### src/rtl/fsp_consts.vh
// Constants for the flash self-programming sequencer
`ifndef FSP_CONSTS_VH
`define FSP_CONSTS_VH

// Register offsets (8-bit address)
`define FSP_ADR_CMD 8'h00
`define FSP_ADR_PTR_LO 8'h01
`define FSP_ADR_PTR_HI 8'h02
`define FSP_ADR_DAT_LO 8'h03
`define FSP_ADR_DAT_HI 8'h04
`define FSP_ADR_STATUS 8'h05

// Command register fields
`define FSP_B_ENABLE 0
`define FSP_B_ERASE 1
`define FSP_B_WRITE 2
`define FSP_B_LOCK 3
`define FSP_B_REEN 4
`define FSP_B_BUSY 6
`define FSP_B_INTEN 7
`define FSP_CMD_RESET 8'h00

// Command codes (low five bits of the command register)
`define FSP_CODE_MASK 8'h1F
`define FSP_CODE_LOAD 8'h01
`define FSP_CODE_ERASE 8'h03
`define FSP_CODE_WRITE 8'h05
`define FSP_CODE_LOCK 8'h09
`define FSP_CODE_REEN 8'h11

// Pointer fields
`define FSP_PAGE_MSB 15
`define FSP_PAGE_LSB 6
`define FSP_WORD_MSB 5
`define FSP_WORD_LSB 1
`define FSP_BYTE_SEL 0

// Lock bits
`define FSP_LOCK_MSB 5
`define FSP_LOCK_RESET 6'h3F

// Sizes
`define FSP_BUF_WORDS 32
`define FSP_ERASED_WORD 16'hFFFF
`define FSP_APP_VECTOR 16'h0000

// Timing
`define FSP_CLK_PERIOD_NS 8
`define FSP_ARM_CYCLES 3'h4
`define FSP_PROG_TIME_NS 3200000

`endif

### src/rtl/fsp_ctrl.v
// Flash self-programming sequencer: command register, page buffer, timing
//
// Decided for this implementation: the address-and-strobe port and the placing of the registers.
`timescale 1ns/10ps
`include "fsp_consts.vh"

module fsp_ctrl #(
    parameter [15:0] BOOT_VECTOR = 16'h3800,
    parameter [9:0] HALT_FIRST_PAGE = 10'h1C0,
    parameter integer PROG_CYCLES = (`FSP_PROG_TIME_NS + `FSP_CLK_PERIOD_NS - 1) / `FSP_CLK_PERIOD_NS
) (
    // Clock and reset
    input wire clk_i,
    input wire rst_i,
    // Register port
    input wire [7:0] addr_i,
    input wire [7:0] wdata_i,
    input wire wr_i,
    input wire rd_i,
    output wire [7:0] rdata_o,
    // CPU instruction strobes
    input wire store_i,
    input wire load_i,
    output wire [7:0] load_data_o,
    output wire cpu_halt_o,
    output wire irq_o,
    // EEPROM status
    input wire eeprom_write_busy_i,
    // Boot fuse pin
    input wire boot_vector_fuse_i,
    output wire [15:0] reset_vector_o,
    // Flash array
    output wire [14:0] fl_read_addr_o,
    input wire [15:0] fl_read_word_i,
    output wire fl_erase_o,
    output wire fl_write_o,
    output wire [9:0] fl_page_o,
    input wire [4:0] fl_buf_idx_i,
    output wire [15:0] fl_buf_data_o,
    output wire section_block_o,
    output wire [5:0] lock_bits_o
);

    localparam [1:0] ST_IDLE = 2'b00;
    localparam [1:0] ST_ARMED = 2'b01;
    localparam [1:0] ST_PROG = 2'b10;

    localparam [1:0] OP_ERASE = 2'b00;
    localparam [1:0] OP_WRITE = 2'b01;
    localparam [1:0] OP_LOCK = 2'b10;

    // Count fits 19 bits for the full programming time; the slice drops no bits
    localparam integer PROG_LAST_I = PROG_CYCLES - 1;
    localparam [18:0] PROG_LAST = PROG_LAST_I[18:0];

    function in_halting;
        input [9:0] page;
        begin
            in_halting = (page >= HALT_FIRST_PAGE);
        end
    endfunction

    function wr_at;
        input [7:0] adr;
        input [7:0] sel;
        input we;
        begin
            wr_at = we && (adr == sel);
        end
    endfunction

    ////////////////////////////////////////////////////////////////////////
    // Fuse pin synchroniser and reset vector

    reg fuse_meta_r;
    reg fuse_sync_r;
    reg [15:0] vector_r;

    always @(posedge clk_i) begin
        fuse_meta_r <= boot_vector_fuse_i;
        fuse_sync_r <= fuse_meta_r;
    end

    // Fuse is only sampled; nothing here can alter it
    always @(posedge clk_i) begin
        if (rst_i) begin
            vector_r <= `FSP_APP_VECTOR;
        end else begin
            vector_r <= fuse_sync_r ? `FSP_APP_VECTOR : BOOT_VECTOR;
        end
    end

    ////////////////////////////////////////////////////////////////////////
    // Software registers

    reg [7:0] ptr_lo_r;
    reg [7:0] ptr_hi_r;
    reg [7:0] dat_lo_r;
    reg [7:0] dat_hi_r;
    reg [7:0] cmd_r;
    reg [7:0] cmd_nxt;
    reg inten_r;
    reg busy_flag_r;
    reg [1:0] state_r;
    reg [1:0] op_r;
    reg [2:0] arm_cnt_r;
    reg [18:0] prog_cnt_r;
    reg [9:0] page_r;
    reg halting_r;
    reg [7:0] lock_data_r;
    reg [5:0] lock_bits_r;
    reg [7:0] rdata_r;

    wire [15:0] ptr = {ptr_hi_r, ptr_lo_r};
    wire cmd_wr = wr_at(addr_i, `FSP_ADR_CMD, wr_i);
    wire [7:0] cmd_code = wdata_i & `FSP_CODE_MASK;
    // Commands are refused while EEPROM is writing; the interrupt-enable bit is still written
    wire cmd_accept = cmd_wr && !eeprom_write_busy_i && (state_r == ST_IDLE);
    wire reen_wr = cmd_accept && (cmd_code == `FSP_CODE_REEN);
    wire fire = (state_r == ST_ARMED) && store_i;
    wire [7:0] armed_code = cmd_r & `FSP_CODE_MASK;
    wire prog_done = (state_r == ST_PROG) && (prog_cnt_r == PROG_LAST);

    always @(posedge clk_i) begin
        if (rst_i) begin
            ptr_lo_r <= 8'h00;
            ptr_hi_r <= 8'h00;
            dat_lo_r <= 8'h00;
            dat_hi_r <= 8'h00;
            inten_r <= 1'b0;
        end else begin
            if (wr_at(addr_i, `FSP_ADR_PTR_LO, wr_i)) begin
                ptr_lo_r <= wdata_i;
            end
            if (wr_at(addr_i, `FSP_ADR_PTR_HI, wr_i)) begin
                ptr_hi_r <= wdata_i;
            end
            if (wr_at(addr_i, `FSP_ADR_DAT_LO, wr_i)) begin
                dat_lo_r <= wdata_i;
            end
            if (wr_at(addr_i, `FSP_ADR_DAT_HI, wr_i)) begin
                dat_hi_r <= wdata_i;
            end
            if (cmd_wr) begin
                inten_r <= wdata_i[`FSP_B_INTEN];
            end
        end
    end

    ////////////////////////////////////////////////////////////////////////
    // Command sequencer

    always @* begin
        cmd_nxt = cmd_r;
        case (state_r)
            ST_IDLE: begin
                if (cmd_accept && !reen_wr && cmd_code[`FSP_B_ENABLE]) begin
                    cmd_nxt = cmd_code;
                end
            end
            ST_ARMED: begin
                // Window lapsed or load done: enable drops
                if ((arm_cnt_r == 3'h1 && !store_i) || (fire && armed_code == `FSP_CODE_LOAD)) begin
                    cmd_nxt = `FSP_CMD_RESET;
                end else if (fire && armed_code != `FSP_CODE_ERASE && armed_code != `FSP_CODE_WRITE
                             && armed_code != `FSP_CODE_LOCK) begin
                    cmd_nxt = `FSP_CMD_RESET;
                end
            end
            ST_PROG: begin
                if (prog_done) begin
                    cmd_nxt = `FSP_CMD_RESET;
                end
            end
            default: begin
                cmd_nxt = `FSP_CMD_RESET;
            end
        endcase
    end

    always @(posedge clk_i) begin
        if (rst_i) begin
            state_r <= ST_IDLE;
            cmd_r <= `FSP_CMD_RESET;
            arm_cnt_r <= 3'h0;
            op_r <= OP_ERASE;
            page_r <= 10'h000;
            halting_r <= 1'b0;
            lock_data_r <= 8'hFF;
            prog_cnt_r <= 19'h00000;
        end else begin
            cmd_r <= cmd_nxt;
            case (state_r)
                ST_IDLE: begin
                    if (cmd_accept && !reen_wr && cmd_code[`FSP_B_ENABLE]) begin
                        state_r <= ST_ARMED;
                        arm_cnt_r <= `FSP_ARM_CYCLES;
                    end
                end
                ST_ARMED: begin
                    arm_cnt_r <= arm_cnt_r - 3'h1;
                    if (fire && (armed_code == `FSP_CODE_ERASE || armed_code == `FSP_CODE_WRITE)) begin
                        state_r <= ST_PROG;
                        op_r <= (armed_code == `FSP_CODE_ERASE) ? OP_ERASE : OP_WRITE;
                        // Page latched; pointer free for other use
                        page_r <= ptr[`FSP_PAGE_MSB:`FSP_PAGE_LSB];
                        halting_r <= in_halting(ptr[`FSP_PAGE_MSB:`FSP_PAGE_LSB]);
                        prog_cnt_r <= 19'h00000;
                    end else if (fire && armed_code == `FSP_CODE_LOCK) begin
                        // Pointer not consulted here
                        state_r <= ST_PROG;
                        op_r <= OP_LOCK;
                        lock_data_r <= dat_lo_r;
                        halting_r <= 1'b0;
                        prog_cnt_r <= 19'h00000;
                    end else if (fire || arm_cnt_r == 3'h1) begin
                        state_r <= ST_IDLE;
                    end
                end
                ST_PROG: begin
                    prog_cnt_r <= prog_cnt_r + 19'h00001;
                    if (prog_done) begin
                        state_r <= ST_IDLE;
                        halting_r <= 1'b0;
                    end
                end
                default: begin
                    state_r <= ST_IDLE;
                end
            endcase
        end
    end

    ////////////////////////////////////////////////////////////////////////
    // Section busy flag and lock bits

    wire prog_start = fire && (armed_code == `FSP_CODE_ERASE || armed_code == `FSP_CODE_WRITE);

    always @(posedge clk_i) begin
        if (rst_i) begin
            busy_flag_r <= 1'b0;
        end else if (prog_start) begin
            busy_flag_r <= 1'b1;
        end else if (reen_wr && state_r == ST_IDLE) begin
            busy_flag_r <= 1'b0;
        end
    end

    // Lock bits only ever go from one to zero here
    always @(posedge clk_i) begin
        if (rst_i) begin
            lock_bits_r <= `FSP_LOCK_RESET;
        end else if (prog_done && op_r == OP_LOCK) begin
            lock_bits_r <= lock_bits_r & lock_data_r[`FSP_LOCK_MSB:0];
        end
    end

    ////////////////////////////////////////////////////////////////////////
    // Temporary page buffer

    reg [15:0] buf_mem [0:`FSP_BUF_WORDS-1];
    reg [`FSP_BUF_WORDS-1:0] buf_used_r;
    reg [15:0] buf_out_r;

    wire [4:0] load_slot = ptr[`FSP_WORD_MSB:`FSP_WORD_LSB];
    wire buf_load = fire && (armed_code == `FSP_CODE_LOAD) && !buf_used_r[load_slot];
    wire write_done = prog_done && (op_r == OP_WRITE);
    // Loading counts as in progress once any slot holds data
    wire eeprom_kill = eeprom_write_busy_i && (|buf_used_r);

    always @(posedge clk_i) begin
        if (buf_load) begin
            buf_mem[load_slot] <= {dat_hi_r, dat_lo_r};
        end
    end

    always @(posedge clk_i) begin
        if (rst_i) begin
            buf_used_r <= {`FSP_BUF_WORDS{1'b0}};
        end else if (write_done || reen_wr || eeprom_kill) begin
            buf_used_r <= {`FSP_BUF_WORDS{1'b0}};
        end else if (buf_load) begin
            buf_used_r[load_slot] <= 1'b1;
        end
    end

    // Cleared slots read as erased flash, so stale words never reach the page
    always @(posedge clk_i) begin
        if (rst_i) begin
            buf_out_r <= `FSP_ERASED_WORD;
        end else begin
            buf_out_r <= buf_used_r[fl_buf_idx_i] ? buf_mem[fl_buf_idx_i] : `FSP_ERASED_WORD;
        end
    end

    ////////////////////////////////////////////////////////////////////////
    // Program memory loads

    reg [7:0] load_data_r;

    always @(posedge clk_i) begin
        if (rst_i) begin
            load_data_r <= 8'h00;
        end else if (load_i) begin
            load_data_r <= ptr[`FSP_BYTE_SEL] ? fl_read_word_i[15:8] : fl_read_word_i[7:0];
        end
    end

    ////////////////////////////////////////////////////////////////////////
    // Register read-back

    always @(posedge clk_i) begin
        if (rst_i) begin
            rdata_r <= 8'h00;
        end else if (rd_i) begin
            case (addr_i)
                `FSP_ADR_CMD: begin
                    rdata_r <= {inten_r, busy_flag_r, 1'b0, cmd_r[4:0]};
                end
                `FSP_ADR_PTR_LO: begin
                    rdata_r <= ptr_lo_r;
                end
                `FSP_ADR_PTR_HI: begin
                    rdata_r <= ptr_hi_r;
                end
                `FSP_ADR_DAT_LO: begin
                    rdata_r <= dat_lo_r;
                end
                `FSP_ADR_DAT_HI: begin
                    rdata_r <= dat_hi_r;
                end
                `FSP_ADR_STATUS: begin
                    // Lock readback withheld during EEPROM writes
                    rdata_r <= eeprom_write_busy_i ? 8'h00 : {2'b11, lock_bits_r};
                end
                default: begin
                    rdata_r <= 8'h00;
                end
            endcase
        end
    end

    ////////////////////////////////////////////////////////////////////////
    // Outputs

    wire prog_busy = (state_r == ST_PROG) && (op_r != OP_LOCK);

    assign rdata_o = rdata_r;
    assign load_data_o = load_data_r;
    assign reset_vector_o = vector_r;
    assign cpu_halt_o = halting_r;
    assign irq_o = inten_r && !cmd_r[`FSP_B_ENABLE];
    assign section_block_o = busy_flag_r;
    assign fl_read_addr_o = ptr[15:1];
    assign fl_erase_o = prog_busy && (op_r == OP_ERASE);
    assign fl_write_o = prog_busy && (op_r == OP_WRITE);
    assign fl_page_o = page_r;
    assign fl_buf_data_o = buf_out_r;
    assign lock_bits_o = lock_bits_r;

endmodule

### config.mk
export PLATFORM = sky130hd
export DESIGN_NAME = fsp_ctrl
export DESIGN_NICKNAME = d
export VERILOG_FILES = /design/src/rtl/fsp_ctrl.v
export VERILOG_INCLUDE_DIRS = /design/src /design/src/rtl
export SDC_FILE = /design/constraint.sdc
export NUM_CORES = 1
export LEC_CHECK = 0
export ABC_CLOCK_PERIOD_IN_PS = 3200
export BUFFER_PORTS_ARGS = -buffer_cell sky130_fd_sc_hd__buf_2
export CAP_MARGIN = 30
export CELL_PAD_IN_SITES_DETAIL_PLACEMENT = 2
export CELL_PAD_IN_SITES_GLOBAL_PLACEMENT = 2
export CORE_UTILIZATION = 43
export CTS_BUF_LIST = sky130_fd_sc_hd__clkbuf_2 sky130_fd_sc_hd__clkbuf_4 sky130_fd_sc_hd__clkbuf_8
export DETAILED_ROUTE_END_ITERATION = 8
export MAX_ROUTING_LAYER = met4
export PLACE_DENSITY = 0.77
export SETUP_SLACK_MARGIN = 0.1
export SYNTH_ARGS = -nofsm -noshare
export SYNTH_HDL_FRONTEND = slang
export SYNTH_SLANG_ARGS = --single-unit
### constraint.sdc
create_clock -name clk_i -period 3.2 [get_ports clk_i]
set_input_delay 0.64 -clock clk_i [delete_from_list [all_inputs] [get_ports clk_i]]
set_output_delay 0.64 -clock clk_i [all_outputs]
set_load 0.01 [all_outputs]
==> impl_metrics.yaml <==
cells_and_area:
  post-route-util_pct: 50.4
  num-nets-final: 1970
  drive_above_1_share_pct: 31.6
  final_cell_mix: "edfxtp_1 (512), dfxtp_1 (155), clkbuf_8 (130), mux4_2 (128), mux2i_1 (118)"
  area_growth_pct: 15.7
  nFillCells: 5796
  final_common_cell: "edfxtp_1"
power:
  power_density_mw_per_mm2: 562
  total_power_uw: 17900
  irDropWorstVdd_uv: 312
  leakage_uw: 0.0121
grt:
  grt.total_usage_pct: 28.7
  grt_pass1_vias: 18400
  grt_overflow: 0
  antenna_found_initial: 7
  grt_pass1_wl_mm: 129
  grt_max_degree: 68
yosys:
  postSynthCellCount: 1700
  synth_warnings: 0
  synth_area_per_cell_um2: 16.2
  syn-cell-area_mm2: 0.0276
  synth_cell_types: 84
  ys_seq_elements: 667
  synth_flop_cell: "edfxtp_1"
  async_flop_share_pct: 0
  synth_edf_count: 512
  ys_seq_area_share_pct: 67.0
floorplan:
  ios: 129
  start_util_pct: 43.6
  core_area_mm2: 0.0632
  die-area_mm2: 0.0651
  rows: 92
  dieHeight_um: 255
  die_x_um: 255
cts:
  root_buffer: "clkbuf_8"
  cts_made_buffers: 111
  post-cts-setup-buffers: 0
  cts_buffer_depth: 3
  htreeDepth: 3
  cts_tree: "done"
  clk-insertion-delay-late_ps: 740
  cts_sinks: 667
  clkTransAtPathRegs_ps: 60
critical_path:
  startpoint_type: "register"
  crit_arrival_ps: 3360
  path_class: "reg2reg"
  cp-end-kind: "register"
  crit_required_ps: 3580
  critical_path_peak_fanout: 16
detailed_routing:
  vias_per_cell: 5.94
  met2WireLength_mm: 46.2
  ant_nets: 0
  wirelength_mm: 90.1
  via_count: 17000
  dr.pass1.iters: 5
  routedWlPerCell_um: 31.5
  drtIter0Drc: 1333
  dr_wl_met3_mm: 4.90
  routed.top_layer: "met4"
  drc: 0
  met1_length_mm: 36.1
timing:
  maxSlewViolCount: 0
  min_period_ps: 2980
  tightest_slew_ps: 1010
  fmax_mhz: 335
  skew_ps: 55.7
  finalCritPeriodShare_pct: 93.2
  maxSlewHeadroom_pct: 32.6
  hold_viol_final: 0
  rsz0062_at_grt: "no"
  setup_violations: 0
run_status:
  outcome: "finished clean"
min_path:
  hold_path.class: "in2reg"
placed_design:
  dpl.hpwl_mm: 55.6
  portBuffers: 115
  gp_congestion: 0.832
job:
  max-cap-violations: 0
## synth_stat cells (all sizes together) (3+ instances only)
cell type	count	area [µm²]
a22oi	33	248
inv	29	109
and3b	4	35.0
o41ai	5	62.6
mux4	128	2880
xnor2	13	114
nand3	22	133
a21oi	40	200
a311oi	16	140
mux2	4	45.0
a221oi	5	43.8
and3	3	18.8
nand3b	4	30.0
o22ai	3	18.8
o221ai	16	140
mux2i	118	1180
or3	4	30.0
nor4	12	118
nand2	53	199
and4	5	43.8
nor2	109	409
nand4	13	87.6
nor3	41	378
nand2b	19	119
buf	85	573
nor2b	22	138
ha	7	87.6
and4b	4	40.0
edfxtp	512	15400
a31oi	11	68.8
o311ai	5	61.3
dfxtp	155	3100
and2	19	119
o21ai	46	234
a211oi	26	195
a2111oi	9	129
or2	19	119
clkbuf	45	170
or4	5	48.8
## worst max-delay path: stages, from the launching register on
cell	delay (ps)
dfxtp_1	320
inv_1	110
ha_1	170
and4b_1	320
o311ai_4	160
nor4_4	420
buf_4	270
nand2_1	250
nor2_1	250
buf_4	360
## sequential cells by signal, summed over array words and instances, names as in the netlist, 2 cells and up
| register | count |
|---|---|
| lock_bits_o | 6 |
| ptr_hi_r | 8 |
| dat_lo_r | 8 |
| buf_mem | 512 |
| prog_cnt_r | 19 |
| ptr_lo_r | 8 |
| arm_cnt_r | 3 |
| lock_data_r | 6 |
| rdata_o | 8 |
| cmd_r | 5 |
| fl_buf_data_o | 16 |
| dat_hi_r | 8 |
| state_r | 2 |
| fl_page_o | 10 |
| op_r | 2 |
| buf_used_r | 32 |
| load_data_o | 8 |
## layout make-up
cell class	count	area, µm²	share of cell area (%)
clock buffers	183	2190	6.86
inverters	30	113	0.353
repair buffers	223	1550	4.86
well taps	846	1060	3.32
multi-input cells	885	8290	26.0
clock inverters	26	195	0.612
flip-flops and latches	667	18500	58.0
diodes	3	7.51	0.0235
## final timing paths
check              start        endpoint  cells past startpoint  slack, ps
max           state_r[1]  buf_mem[21][4]                      9        220
min           wdata_i[5]     ptr_hi_r[5]                      3        250
max reg2reg   state_r[1]  buf_mem[21][4]                      9        220
min reg2reg  fuse_meta_r     fuse_sync_r                      0        330
## kinds of logic after synthesis
group,synth area share (%)
AOI/OAI and AO/OA,6.19
xor gates and xnor gates,0.477
adders and majority gates,0.318
buffers and inverters,3.10
DFF,67.0
muxes,14.9
and+or+nand+nor,7.96
other,0.0136
## power breakdown
group / switching (µW) / leakage (µW) / internal [µW]
Combinational: 368 / 0.00375 / 210
Clock: 3630 / 0.00129 / 4480
Sequential: 6.98 / 0.00711 / 9210
Total: 4000 / 0.0121 / 13900
## metal layers
metal	GRT usage, %	vias to the layer above
met2	48.1	648
met1	35.2	9054
li1	-	7137
met5	-	-
met3	4.93	162
met4	9.41	0
## through the flow
step / instances / worst slack [ps] / setup TNS, ps / cell area, µm² / hold slack, ps
after detailed placement: 2649 / -162 / -19220 / 29400 / 327
after floorplan: 1712 / 223 / 0 / 27600 / 310
after global placement: 2648 / -391 / -51980 / 29400 / 313
after CTS: 2859 / 139 / 0 / 31800 / 207
final: 2863 / 217 / 0 / 31900 / 251
after global routing: 2862 / 123 / 0 / 31900 / 234
## repair_timing
item                                   in CTS  in global routing
setup endpoints to repair                 160                 79
hold buffers                                1                  0
endpoints found under the hold margin       1                  0
resized for setup                           1                  0
pin swaps                                   0                  1
Note: power is estimated with default switching activity, not from simulation.
